==> src/hdl/radio_modem_map.vh <==
// register offsets, reset values and timing counts for the radio modem configuration block
// assumes inclusion by the design file and the bench top; definitions only
`ifndef RADIO_MODEM_MAP_VH
`define RADIO_MODEM_MAP_VH
`define OFS_BAUD_SAVED      8'h03
`define OFS_ROLE_SAVED      8'h04
`define OFS_TX_CHAN         8'h4b
`define OFS_RX_CHAN         8'h4c
`define OFS_BAUD_LIVE       8'h4e
`define OFS_ROLE_LIVE       8'h4f
`define OFS_POWER_MODE      8'h50
`define OFS_TX_TIMEOUT      8'h57
`define OFS_SEND_THRESHOLD  8'h54
`define RST_BAUD            8'h00
`define RST_ROLE            8'h01
`define RST_CHAN            8'h00
`define RST_POWER           8'h04
`define RST_TIMEOUT         8'h10
`define RST_THRESHOLD       8'h40
`define THRESHOLD_MAX       8'h90
`define ROLE_SLAVE          8'h00
`define CHAN_MASK_WIDE      8'h3f
`define BAUD_FIELD_LSB      0
`define BAUD_FIELD_MSB      2
`define TICK_PERIOD_NS      1000000
`define CLK_PERIOD_NS       40
`endif

==> src/hdl/radio_modem_config.v <==
// configuration registers, channel selection and transmit wait timer of a serial radio modem
// assumes a host register port already decoded from command mode, and a buffer fill count
// Functional notes
// RULE_01: wideband channels 0..31, narrowband channels 1..83 are accepted.
// RULE_02: certified narrowband: channel value zero selects channel 1.
// RULE_03: restricted wideband: 12..17 map to 18, 5..11 map to 4.
// RULE_04: restricted narrowband: 14..29 map to 13, 30..44 map to 45.
// RULE_05: separate transmit (0x4b) and receive (0x4c) channel registers, used independently.
// RULE_06: wideband mode uses only the low six channel bits.
// RULE_07: host should program equal transmit and receive channels.
// RULE_08: all nodes share mode family and channels to communicate.
// RULE_09: three-bit power code picks band family and power level.
// RULE_10: any wideband setting hears any wideband; families never hear each other.
// RULE_11: low three baud bits select the serial rate; upper bits reserved.
// RULE_12: baud rate defaults to the 2400 setting.
// RULE_13: reset with command pin low returns baud to 2400.
// RULE_14: role value 0x00 is slave, any other (0x01, 0x80) is normal.
// RULE_15: slave nodes exchange frames only with normal nodes.
// RULE_16: each host byte reloads the wait timer, which counts down per millisecond.
// RULE_17: timer reaching zero starts transmission of buffered bytes.
// RULE_18: timeout 0x00 disables timer; send only at full threshold.
// RULE_19: wait timeout resets to 0x10, about sixteen milliseconds.
// RULE_20: host should program timeout above 0x01 and over one character time.
// RULE_21: send threshold 1..144 triggers transmission, default 64.
// RULE_22: command pin low at reset release restores factory settings.
// RULE_23: timeout is eight bits in one-millisecond units from a system tick.
// RULE_24: aliasing applied after masking; stored register value unchanged.
`timescale 1ns/1ps
`include "radio_modem_map.vh"
module radio_modem_config #(
   parameter CERTIFIED  = 1,
   parameter RESTRICTED = 0,
   parameter TICK_COUNT = `TICK_PERIOD_NS / `CLK_PERIOD_NS
) (
   // clock and reset
   input  wire       sys_clk,
   input  wire       reset,
   // command pin from host, asynchronous
   input  wire       command_pin_n,
   // register port in command mode
   input  wire       reg_write,
   input  wire       reg_read,
   input  wire [7:0] reg_addr,
   input  wire [7:0] reg_wdata,
   output reg  [7:0] reg_rdata,
   output reg        reg_ack,
   // serial byte arrivals and buffer state
   input  wire       host_byte_strobe,
   input  wire [7:0] buffered_count,
   output reg        start_transmit,
   // decoded configuration
   output reg  [6:0] tx_channel_eff,
   output reg  [6:0] rx_channel_eff,
   output wire       wideband_mode,
   output wire       narrowband_mode,
   output wire [1:0] power_level,
   output wire [2:0] baud_code,
   output wire       slave_role,
   // peer frame filter
   input  wire       peer_wideband,
   input  wire       peer_is_slave,
   output wire       peer_accept
);

   // saved copies are non-volatile: reset leaves them alone, the initial value
   // stands for the factory programming, and only a pin-low restore or a write moves them
   reg [7:0] baud_select_saved  = `RST_BAUD;
   reg [7:0] network_role_saved = `RST_ROLE;
   reg [7:0] transmit_channel;
   reg [7:0] receive_channel;
   reg [7:0] baud_select_live;
   reg [7:0] network_role_live;
   reg [7:0] rf_power_mode_select;
   reg [7:0] tx_wait_timeout;
   reg [7:0] send_threshold_bytes;

   // command pin sync
   reg       cmd_meta;
   reg       cmd_sync;
   reg [1:0] settle;   // edges since reset release, saturates at 3

   // timer
   reg [19:0] tick_div;
   reg        ms_tick;
   reg [7:0]  wait_count;
   reg        wait_armed;

   // channel mapping, mask first then alias, stored values untouched
   function [6:0] map_channel;
      input [7:0] raw;
      input       wide;
      reg   [7:0] ch;
      begin
         ch = wide ? (raw & `CHAN_MASK_WIDE) : raw;                     // see RULE_06, RULE_24
         if (!wide && CERTIFIED != 0 && ch == 8'h00)
            ch = 8'h01;                                                  // see RULE_02
         if (RESTRICTED != 0) begin
            if (wide) begin
               if (ch >= 8'h0c && ch <= 8'h11)
                  ch = 8'h12;                                            // see RULE_03
               else if (ch >= 8'h05 && ch <= 8'h0b)
                  ch = 8'h04;
            end else begin
               if (ch >= 8'h0e && ch <= 8'h1d)
                  ch = 8'h0d;                                            // see RULE_04
               else if (ch >= 8'h1e && ch <= 8'h2c)
                  ch = 8'h2d;
            end
         end
         // out of range requests clamp to the top channel
         if (wide && ch > 8'h1f)
            ch = 8'h1f;                                                  // see RULE_01
         else if (!wide && ch > 8'h53)
            ch = 8'h53;
         map_channel = ch[6:0];
      end
   endfunction

   // power code: 000 and 101..111 narrowband, 001..100 wideband
   assign wideband_mode   = (rf_power_mode_select[2:0] >= 3'h1) &&
                            (rf_power_mode_select[2:0] <= 3'h4);        // see RULE_09
   assign narrowband_mode = !wideband_mode;
   assign power_level     = (rf_power_mode_select[2:0] == 3'h0 ||
                             rf_power_mode_select[2:0] == 3'h4) ? 2'h0 :
                            rf_power_mode_select[1:0];
   assign baud_code  = baud_select_live[`BAUD_FIELD_MSB:`BAUD_FIELD_LSB]; // see RULE_11
   assign slave_role = (network_role_live == `ROLE_SLAVE);             // see RULE_14
   // family must match; two slaves never talk
   assign peer_accept = (peer_wideband == wideband_mode) &&             // see RULE_10
                        !(slave_role && peer_is_slave);                  // see RULE_15

   // effective channels, one per direction
   always @(posedge sys_clk) begin
      if (reset) begin
         tx_channel_eff <= 7'h00;
         rx_channel_eff <= 7'h00;
      end else begin
         tx_channel_eff <= map_channel(transmit_channel, wideband_mode); // see RULE_05
         rx_channel_eff <= map_channel(receive_channel, wideband_mode);
      end
   end

   // command pin synchroniser; first flop feeds only the second
   always @(posedge sys_clk) begin
      if (reset) begin
         cmd_meta    <= 1'b1;
         cmd_sync    <= 1'b1;
         settle      <= 2'h0;
      end else begin
         cmd_meta    <= command_pin_n;
         cmd_sync    <= cmd_meta;
         // stage two holds the pin as seen at the first edge after release by count 2
         if (settle != 2'h3)
            settle <= settle + 2'h1;
      end
   end

   // register file; factory restore sampled just after reset release
   always @(posedge sys_clk) begin
      if (reset) begin
         transmit_channel     <= `RST_CHAN;
         receive_channel      <= `RST_CHAN;
         baud_select_live     <= `RST_BAUD;                              // see RULE_12
         network_role_live    <= `RST_ROLE;
         rf_power_mode_select <= `RST_POWER;
         tx_wait_timeout      <= `RST_TIMEOUT;                           // see RULE_19
         send_threshold_bytes <= `RST_THRESHOLD;                         // see RULE_21
      end else if (settle == 2'h2 && !cmd_sync) begin
         // one look only, third edge after release; a write in that cycle is lost
         baud_select_saved  <= `RST_BAUD;                                // see RULE_13, RULE_22
         baud_select_live   <= `RST_BAUD;
         network_role_saved <= `RST_ROLE;
         network_role_live  <= `RST_ROLE;
      end else if (reg_write) begin
         case (reg_addr)
            `OFS_BAUD_SAVED:     baud_select_saved    <= {5'h00, reg_wdata[2:0]};
            `OFS_ROLE_SAVED:     network_role_saved   <= reg_wdata;
            `OFS_TX_CHAN:        transmit_channel     <= reg_wdata;
            `OFS_RX_CHAN:        receive_channel      <= reg_wdata;
            `OFS_BAUD_LIVE:      baud_select_live     <= {5'h00, reg_wdata[2:0]};
            `OFS_ROLE_LIVE:      network_role_live    <= reg_wdata;
            `OFS_POWER_MODE:     rf_power_mode_select <= {5'h00, reg_wdata[2:0]};
            `OFS_TX_TIMEOUT:     tx_wait_timeout      <= reg_wdata;      // see RULE_23
            `OFS_SEND_THRESHOLD: begin
               // out of range writes are ignored to keep 1..144
               if (reg_wdata != 8'h00 && reg_wdata <= `THRESHOLD_MAX)
                  send_threshold_bytes <= reg_wdata;                     // see RULE_21
            end
            default: ;
         endcase
      end
   end

   // read port, one cycle answer; unmapped reads zero
   always @(posedge sys_clk) begin
      if (reset) begin
         reg_rdata <= 8'h00;
         reg_ack   <= 1'b0;
      end else begin
         reg_ack <= reg_read | reg_write;
         if (reg_read) begin
            case (reg_addr)
               `OFS_BAUD_SAVED:     reg_rdata <= baud_select_saved;
               `OFS_ROLE_SAVED:     reg_rdata <= network_role_saved;
               `OFS_TX_CHAN:        reg_rdata <= transmit_channel;
               `OFS_RX_CHAN:        reg_rdata <= receive_channel;
               `OFS_BAUD_LIVE:      reg_rdata <= baud_select_live;
               `OFS_ROLE_LIVE:      reg_rdata <= network_role_live;
               `OFS_POWER_MODE:     reg_rdata <= rf_power_mode_select;
               `OFS_TX_TIMEOUT:     reg_rdata <= tx_wait_timeout;
               `OFS_SEND_THRESHOLD: reg_rdata <= send_threshold_bytes;
               default:             reg_rdata <= 8'h00;
            endcase
         end
      end
   end

   // millisecond tick divider
   always @(posedge sys_clk) begin
      if (reset) begin
         tick_div <= 20'h00000;
         ms_tick  <= 1'b0;
      end else if (tick_div == TICK_COUNT - 1) begin
         tick_div <= 20'h00000;
         ms_tick  <= 1'b1;
      end else begin
         tick_div <= tick_div + 20'h00001;
         ms_tick  <= 1'b0;
      end
   end

   // wait timer and transmit trigger; a byte beats a same-cycle tick
   always @(posedge sys_clk) begin
      if (reset) begin
         wait_count     <= 8'h00;
         wait_armed     <= 1'b0;
         start_transmit <= 1'b0;
      end else begin
         start_transmit <= 1'b0;
         if (buffered_count >= send_threshold_bytes) begin
            start_transmit <= 1'b1;                                      // see RULE_18, RULE_21
            wait_armed     <= 1'b0;
         end else if (host_byte_strobe) begin
            wait_count <= tx_wait_timeout;                               // see RULE_16
            wait_armed <= (tx_wait_timeout != 8'h00);                    // see RULE_18
         end else if (wait_armed && ms_tick) begin
            if (wait_count <= 8'h01) begin
               wait_count     <= 8'h00;
               wait_armed     <= 1'b0;
               start_transmit <= (buffered_count != 8'h00);              // see RULE_17
            end else begin
               wait_count <= wait_count - 8'h01;                         // see RULE_16
            end
         end
      end
   end

endmodule

==> config.mk <==
export PLATFORM = sky130hd
export DESIGN_NAME = radio_modem_config
export DESIGN_NICKNAME = d
export VERILOG_FILES = /design/src/hdl/radio_modem_config.v
export VERILOG_INCLUDE_DIRS = /design/src /design/src/hdl
export SDC_FILE = /design/constraint.sdc
export NUM_CORES = 1
export LEC_CHECK = 0
export BUFFER_PORTS_ARGS = -buffer_cell sky130_fd_sc_hd__buf_2
export CORE_MARGIN = 5
export CORE_UTILIZATION = 40
export CTS_CLUSTER_DIAMETER = 100
export DETAILED_ROUTE_END_ITERATION = 16
export SYNTH_ARGS = -nofsm -noshare
export SYNTH_HDL_FRONTEND = slang
export SYNTH_SLANG_ARGS = --single-unit
export TNS_END_PERCENT = 1
==> constraint.sdc <==
create_clock -name sys_clk -period 3 [get_ports sys_clk]
set_clock_uncertainty 0.1 [all_clocks]
set_input_delay 0.3 -clock sys_clk [delete_from_list [all_inputs] [get_ports sys_clk]]
set_output_delay 0.3 -clock sys_clk [all_outputs]
set_load 0.05 [all_outputs]
==> results of run 1 <==
[how the worst min path moves through the flow]
stage              start  endpoint  slack (ns)  depth (start not counted)
2_1_floorplan   cmd_meta  cmd_sync        0.29                          1
3_3_place_gp    cmd_meta  cmd_sync        0.30                          1
3_5_place_dp    cmd_meta  cmd_sync        0.30                          1
4_1_cts        reg_write   reg_ack        0.13                          3
5_1_grt        reg_write   reg_ack        0.17                          3
6_report       reg_write   reg_ack        0.16                          3
[power by group]
part / internal, mW / switching, mW
sequential: 1.57 / 0.0163
clock: 1.42 / 0.683
combinational: 0.0925 / 0.172
[final cells by class]
class,instances,area (sq um),share of cell area (%)
Clock inverter,7,119,1.78
Sequential cell,115,2410,36.1
Timing Repair Buffer,76,413,6.17
Inverter,23,86.3,1.29
Clock buffer,25,507,7.57
Multi-Input combinational cell,445,2930,43.8
Tap cell,180,225,3.37
[cell families after synthesis]
logic type	synth area share, %
adders and majority gates	2.92
muxes	9.85
and+or+nand+nor	22.8
buffers and inverters	4.24
DFF	43.2
AOI/OAI and AO/OA	13.7
xor gates and xnor gates	3.30
[cell usage in the layout (no fill, tap or decap), drive strengths merged, types with 17 or more instances in the layout]
cell    Yosys  layout
nor3       22      22
a22oi      17      17
nand2      28      28
buf         6      75
mux2i      47      47
inv        23      23
a21oi      24      24
clkbuf     29      25
nor2      105     105
dfxtp     104     104
[flip-flops by register name, indices dropped and copies added (netlist names), 2 cells and up]
signal and cells:
send_threshold_bytes 8, baud_select_live 3, reg_rdata 8, tick_div 20, baud_select_saved 3, network_role_live 8, tx_wait_timeout 8, receive_channel 8
tx_channel_eff 7, transmit_channel 8, rx_channel_eff 7, settle 2, network_role_saved 8, rf_power_mode_select 3, wait_count 8
[through the flow]
| step | cells | worst slack [ns] |
|---|---|---|
| 3_5_place_dp | 838 | 0.641 |
| 5_1_grt | 871 | 0.542 |
| 2_1_floorplan | 618 | 0.219 |
| 3_3_place_gp | 838 | 0.684 |
| 4_1_cts | 871 | 0.650 |
| 6_report | 871 | 0.652 |
[routing by layer]
metal / GRT usage [%] / share of wire, % / vias up
met3: 5.50 / 6.3 / 28
met4: 6.80 / 1.9 / 4
met5: 0 / 0.23 / -
met2: 29.6 / 47 / 158
met1: 23.7 / 44 / 2273
li1: - / - / 2348
[Yosys cell counts (6+ instances only)]
cell type | number | share of area (%)
nand3_1 | 8 | 0.72
o31ai_1 | 8 | 1.1
nor4_1 | 13 | 1.5
mux2_2 | 7 | 1.4
and2_1 | 11 | 1.2
ha_1 | 13 | 2.9
edfxtp_1 | 11 | 5.9
o21ai_0 | 8 | 0.72
o22ai_1 | 10 | 1.1
a21oi_1 | 24 | 2.2
nor2_1 | 103 | 6.9
a22oi_1 | 17 | 2.3
nor3b_1 | 6 | 0.81
nand4_1 | 6 | 0.67
nand2b_1 | 11 | 1.2
xnor2_1 | 14 | 2.2
clkbuf_1 | 29 | 2.0
inv_1 | 23 | 1.5
dfxtp_1 | 104 | 37
mux2i_1 | 47 | 8.4
nor3_1 | 20 | 1.8
nand2_1 | 28 | 1.9
xor2_1 | 7 | 1.1
[worst register-to-register path, delay by kind of cell (launching register included)]
kind | cells | cell delay (ns)
buffers and inverters | 2 | 0.25
flip-flops | 1 | 0.37
adder cells (fa/ha/maj) | 1 | 0.28
AO/OA/AOI/OAI | 4 | 0.89
AND/OR/NAND/NOR | 1 | 0.35
==> flow_summary_export.csv, run 1 <==
group,metric,value,unit
critical_path,path_delay_family,"compound AO/OA/AOI/OAI gates",
clock_tree,cts_buffers,17,
yosys,syn_area_per_cell,9.03,sq um
layout,final_nets,723,
die,rows,43,
yosys,yosysUniqueCellTypes,63,
global_route,grt_max_degree,36,
critical_path,ff2ff_setup_slack,0.65,ns
critical_path,worstReg2RegStart,"send_threshold_bytes[2]",
global_route,antenna_found_initial,2,
routing,avgRoutedWirePerCell,16.8,microns
timing,tightest_slew,0.713,ns
critical_path,cp-end-kind,"register",
place,post_dp_cell_area,6060,sq um
power,peakVddDrop,0.000399,V
timing,rsz0062_at_grt,"no",
timing,max_slew_margin,52.5,%
run,drv_cap,0,
yosys,syn_area,5580,sq um
clock_tree,ctsHoldBuffers,1,
die,die_h,128,microns
die,dieArea,16400,sq um
clock_tree,post_cts_resized,0,
yosys,syn_inst,618,
yosys,synth-edff-count,11,
power,p_per_area,592,nW/um^2
die,die_x,128,microns
critical_path,cp.arrival,2.56,ns
critical_path,crit_type,"register to register",
timing,drv_slew,0,
place,dpl.hpwl,10600,microns
routing,viasPerCell,5.52,
die,ios,65,
critical_path,cp_max_fo,12,
layout,syn2layout_area_growth,20.0,%
timing,clock.fmax,426,MHz
routing,wl,14600,microns
critical_path,worstRegToRegCells,8,
routing,first_pass_iters,5,
layout,stdcell_area,6690,sq um
critical_path,r2r-end,"wait_count[4]",
timing,setup_viol,0,
global_route,grt_pass1_wl,24000,microns
power,p_total,3.96,mW
critical_path,worst_setup_path_start_kind,"register",
layout,nFillCells,1342,
routing,vias,4811,
timing,fin_crit,2.35,ns
clock_tree,clk_pin_slew,0.05,ns
global_route,grt_use_total,18.5,%
die,core_area,13800,sq um
critical_path,slowest_delay,0.37,ns
yosys,syn-num-nets,663,
yosys,ys.flop_type,"dfxtp_1",
critical_path,path_depth,8,
hold_path,holdCritPathClass,"input pin to register",
critical_path,crit_path_end,"wait_count[4]",
routing,ant_nets,0,
routing,drt_iter0_drc,382,
clock_tree,cts_root_buf,"clkbuf_16",
clock_tree,post-cts-setup-buffers,0,
critical_path,required,3.21,ns
critical_path,cp_slowest_cell,"dfxtp_1",
timing,fin_tns_setup,0,ns
clock_tree,cts.sinks,115,
clock_tree,clk_path_buf_depth,2,
global_route,grt_pass1_vias,4608,
timing,hold_ws,0.158,ns
run_status,status,"finished, final reports clean",
yosys,ys_seq_elements,115,
layout,antenna_cells,0,
power,p_leak,2.58,nW
layout,drive_gt1_share,18.7,%
critical_path,critPathLaunch,"send_threshold_bytes[2]",
routing,drc,0,
global_route,grt.overflow.total,0,
critical_path,cp_cell_sequence,"inv_1 -> ha_1 -> a211o_1 -> a31oi_1 -> o311ai_1 -> buf_4 -> or2_2 -> o41ai_1",
yosys,ys_warn_count,0,
timing,final.period_utilization,78.3,%
place,gp_congestion,0.897,
layout,post-route-util,48.6,%
timing,final_hold_viol_count,0,
yosys,seq_area_frac_synth,43.2,%
critical_path,cp_num_buf_inv,2,
clock_tree,cts_tree,"built",
place,port_buffers,64,
clock_tree,cts_max_level,4,
yosys,async_reset_ff_share,0,%
die,start_util,40.5,%
clock_tree,clk_latency,0.42,ns
No activity file was read; power rests on OpenSTA's default activity.
==> inputs of run 2 (changes only) <==
clock period = 2.1 ns   (was 3 ns; I/O delays follow)
==> flow_summary_export.csv, run 2 (same netlist as run 1, synthesis figures left out) <==
group,metric,value,unit
timing,max_slew_margin,31.1,%
global_route,grt_pass1_vias,4807,
clock_tree,cts_max_level,4,
critical_path,worst_setup_path_start_kind,"register",
layout,regMostFlops,"tick_div",
routing,wl,15300,microns
power,peakVddDrop,0.000649,V
timing,setup_viol,1,
critical_path,cp.arrival,2.34,ns
routing,vias,4903,
clock_tree,cts_root_buf,"clkbuf_16",
clock_tree,clk_latency,0.41,ns
global_route,grt_use_total,19.2,%
run_status,violations,"setup timing",
place,gp_congestion,0.899,
clock_tree,cts.sinks,115,
critical_path,required,2.33,ns
power,p_total,5.97,mW
timing,tightest_slew,1.03,ns
timing,final.period_utilization,100,%
timing,fin_crit,2.10,ns
hold_path,worstHoldPathCells,3,
die,die_x,128,microns
routing,first_pass_iters,5,
hold_path,holdCritPathClass,"input pin to register",
layout,finalNonFillerCells,896,
die,die_h,128,microns
clock_tree,clk_pin_slew,0.05,ns
timing,drv_slew,0,
place,dpl.hpwl,11100,microns
run_status,status,"finished, violations left",
routing,drt_iter0_drc,272,
die,dieArea,16400,sq um
die,core_area,13800,sq um
place,dp_cells,860,
power,p_per_area,843,nW/um^2
layout,largest_reg_flops,20,
clock_tree,clk_path_buf_depth,2,
power,p_leak,2.77,nW
routing,drc,0,
die,ios,65,
routing,avgRoutedWirePerCell,17.1,microns
timing,clock.fmax,476,MHz
clock_tree,cts_buffers,17,
layout,final_common_cell,"dfxtp_1",
global_route,antenna_found_initial,1,
global_route,grt_pass1_wl,24900,microns
place,port_buffers,64,
layout,stdcell_area,7090,sq um
die,rows,43,
timing,rsz0062_at_grt,"yes",
clock_tree,cts_tree,"built",
global_route,grt_max_degree,54,
timing,final_hold_viol_count,0,
critical_path,cp_max_fo,4,
layout,antenna_cells,0,
place,post-place-ws,-0.135,ns
critical_path,worstRegToRegCells,8,
layout,final_nets,748,
layout,syn2layout_area_growth,27.1,%
layout,drive_gt1_share,24.0,%
critical_path,cp-end-kind,"register",
place,post_dp_cell_area,6270,sq um
routing,viasPerCell,5.47,
global_route,grt.overflow.total,0,
timing,setup_ws,-0.000970,ns
layout,layout_common_cells,"dfxtp_1, nor2_1, buf_2",
critical_path,crit_type,"register to register",
die,start_util,40.5,%
run,drv_cap,0,
routing,ant_nets,0,
[run 2: cell types whose count changed in the layout (fill, tap and decap cells not counted), sizes merged]
cell / delta
inv: +3
buf: +24
bufinv: +2
clkinvlp: -1
clkbuf: -3
[run 2: per-layer routing]
| metal | share of wire (%) | vias to the layer above | wire length [microns] | GRT usage [%] |
|---|---|---|---|---|
| li1 | - | 2394 | - | - |
| met5 | 0.046 | - | 7 | 0 |
| met3 | 5.9 | 26 | 907 | 4.71 |
| met4 | 2.1 | 2 | 314 | 6.99 |
| met1 | 43 | 2338 | 6630 | 24.3 |
| met2 | 49 | 143 | 7420 | 31.6 |
[run 2: critical path, cell delays in order (launching register included)]
cell and delay [ns]:
dfxtp_2 0.32, inv_1 0.04, ha_1 0.28, a211o_1 0.30
a31oi_4 0.19, o311ai_4 0.13, buf_4 0.17, or3_1 0.34
a21oi_1 0.14
[run 2: report_power, final]
group / leakage, nW / switching, mW / internal, mW
Sequential: 0.940 / 0.0220 / 2.25
Clock: 0.331 / 1.03 / 2.24
Combinational: 1.49 / 0.270 / 0.165
[run 2: final cells by class]
type | instances | area (sq um)
tap | 180 | 225
fill | 1305 | 6680
multi-input combinational | 445 | 3060
inverter | 23 | 86.3
clock inverter | 11 | 195
timing repair buffer | 101 | 632
clock buffer | 21 | 480
sequential | 115 | 2410
[run 2: worst paths after layout]
kind         slack [ns]                    start             to
max              -0.001  send_threshold_bytes[2]  wait_count[7]
min                0.05                reg_write        reg_ack
max reg2reg      -0.001  send_threshold_bytes[2]  wait_count[7]
min reg2reg        0.32                 cmd_meta       cmd_sync
[run 2: stage by stage]
stage	hold slack, ns	TNS (ns)	utilization, %
after global placement	0.301	-0.0508	45.5
after detailed placement	0.304	-0.534	45.5
after floorplan	0.214	-0.139	-
final	0.0528	-0.000970	51.5
after CTS	0.0374	-0.0890	50.9
after global routing	0.0649	-0.152	51.5
[run 2: repair_timing]
action	CTS	global route
endpoints found under the hold margin	1	0
resized for setup	11	13
endpoints found under the setup margin	11	12
buffers inserted	3	0
pin swaps	0	4
hold buffers	1	0
==> inputs of run 3 (changes only) <==
CTS_CLUSTER_DIAMETER = 120   (was 100)
RECOVER_POWER = 50   (was unset)
==> flow_summary_export.csv, run 3 (same netlist as run 1, synthesis figures left out) <==
group,metric,value,unit
run_status,status,"finished, violations left",
run_status,violations,"setup timing",
critical_path,crit_type,"register to register",
timing,hold_ws,0.0557,ns
critical_path,cp-end-kind,"register",
power,p_per_area,850,nW/um^2
power,p_leak,2.62,nW
layout,final_nets,748,
critical_path,worst_setup_path_start_kind,"register",
critical_path,worstRegToRegCells,8,
die,die_h,128,microns
critical_path,r2r-end,"wait_count[7]",
hold_path,holdCritPathClass,"input pin to register",
critical_path,cp.arrival,2.34,ns
timing,clock.fmax,476,MHz
layout,final_common_cell,"dfxtp_1",
global_route,grt_pass1_vias,4807,
critical_path,cp_slowest_cell,"or3_1",
clock_tree,cts_root_buf,"clkbuf_16",
place,post_dp_cell_area,6270,sq um
timing,fin_tns_setup,-0.000329,ns
die,ios,65,
clock_tree,cts_tree,"built",
routing,avgRoutedWirePerCell,17.1,microns
layout,regMostFlops,"tick_div",
die,rows,43,
hold_path,worstHoldPathCells,3,
power,peakVddDrop,0.000652,V
clock_tree,clk_latency,0.41,ns
global_route,grt.overflow.total,0,
routing,drc,0,
clock_tree,cts_buffers,17,
critical_path,cp_max_fo,4,
layout,drive_gt1_share,19.4,%
routing,viasPerCell,5.46,
critical_path,worstReg2RegStart,"send_threshold_bytes[2]",
layout,largest_reg_flops,20,
critical_path,cp_cell_sequence,"inv_1 -> ha_1 -> a211o_1 -> a31oi_4 -> o311ai_4 -> buf_4 -> or3_1 -> a21oi_1",
timing,tightest_slew,1.04,ns
routing,ant_nets,0,
timing,drv_slew,0,
critical_path,ff2ff_setup_slack,-0.0003,ns
die,start_util,40.5,%
place,dpl.hpwl,11100,microns
global_route,grt_pass1_wl,24900,microns
timing,fin_crit,2.10,ns
clock_tree,clk_path_buf_depth,2,
layout,antenna_cells,0,
clock_tree,cts.sinks,115,
clock_tree,cts_max_level,4,
timing,rsz0062_at_grt,"yes",
clock_tree,clk_pin_slew,0.05,ns
routing,drt_iter0_drc,292,
die,die_x,128,microns
timing,max_slew_margin,30.6,%
critical_path,slowest_delay,0.34,ns
layout,stdcell_area,7020,sq um
layout,layout_common_cells,"dfxtp_1, nor2_1, mux2i_1",
global_route,grt_use_total,19.2,%
critical_path,crit_path_end,"wait_count[7]",
timing,final_hold_viol_count,0,
die,core_area,13800,sq um
global_route,grt_max_degree,54,
layout,post-route-util,51.0,%
timing,final.period_utilization,100,%
place,port_buffers,64,
run,drv_cap,0,
routing,wl,15300,microns
critical_path,path_depth,8,
critical_path,required,2.33,ns
critical_path,cp_num_buf_inv,2,
timing,setup_viol,1,
layout,syn2layout_area_growth,25.9,%
place,gp_congestion,0.899,
die,dieArea,16400,sq um
critical_path,path_delay_family,"compound AO/OA/AOI/OAI gates",
routing,first_pass_iters,5,
global_route,antenna_found_initial,1,
routing,vias,4888,
timing,setup_ws,-0.000329,ns
critical_path,critPathLaunch,"send_threshold_bytes[2]",
[run 3: how the worst min path moves through the flow]
stage / start / end / slack [ns]
after floorplan: command_pin_n / cmd_meta / 0.21
after CTS: reg_write / reg_ack / 0.04
after global routing: reg_write / reg_ack / 0.06
final: reg_write / reg_ack / 0.06
after detailed placement: command_pin_n / cmd_meta / 0.30
after global placement: cmd_meta / cmd_sync / 0.30
[run 3: worst min-delay path: stages]
cell and delay (ns):
buf_2 0.17, nor2_1 0.07, nor2_1 0.08
[run 3: final cells by class]
cell class              instances  area [sq um]
clock buffers                  21           480
clock inverters                11           195
fillers                      1325          6750
inverters                      23          86.3
multi-input cells             445          3060
flip-flops and latches        115          2410
well taps                     180           225
repair buffers                101           566
[run 3: through the flow]
step                power (mW)  setup slack, ns  instances
floorplan                 2.57           -0.111        618
global placement          2.71          -0.0504        860
detailed placement        2.73           -0.135        860
CTS                       6.00          -0.0398        896
global route              6.19          -0.0405        896
finish                    5.97        -0.000329        896
[run 3: timing repair]
item	4_1_cts	5_1_grt
cloned	0	0
hold buffers	1	0
endpoints found under the hold margin	1	0
endpoints found under the setup margin	11	12
resized for setup	11	13
pin swaps	0	4
buffers inserted	3	0
[run 3: routing by layer]
layer  up-vias  wire (microns)  share of wire (%)  GRT usage [%]
li1       2391               -                  -              -
met5         -               7              0.046              0
met2       135            7420                 48           31.6
met4         2             298                1.9           6.99
met1      2334            6730                 44           24.3
met3        26             868                5.7           4.71
[run 3: where the power goes]
part           internal, mW  switching, mW  total (mW)
sequential             2.25         0.0223        2.27
clock                  2.24           1.03        3.27
combinational         0.160          0.271       0.431
total                  4.65           1.32        5.97
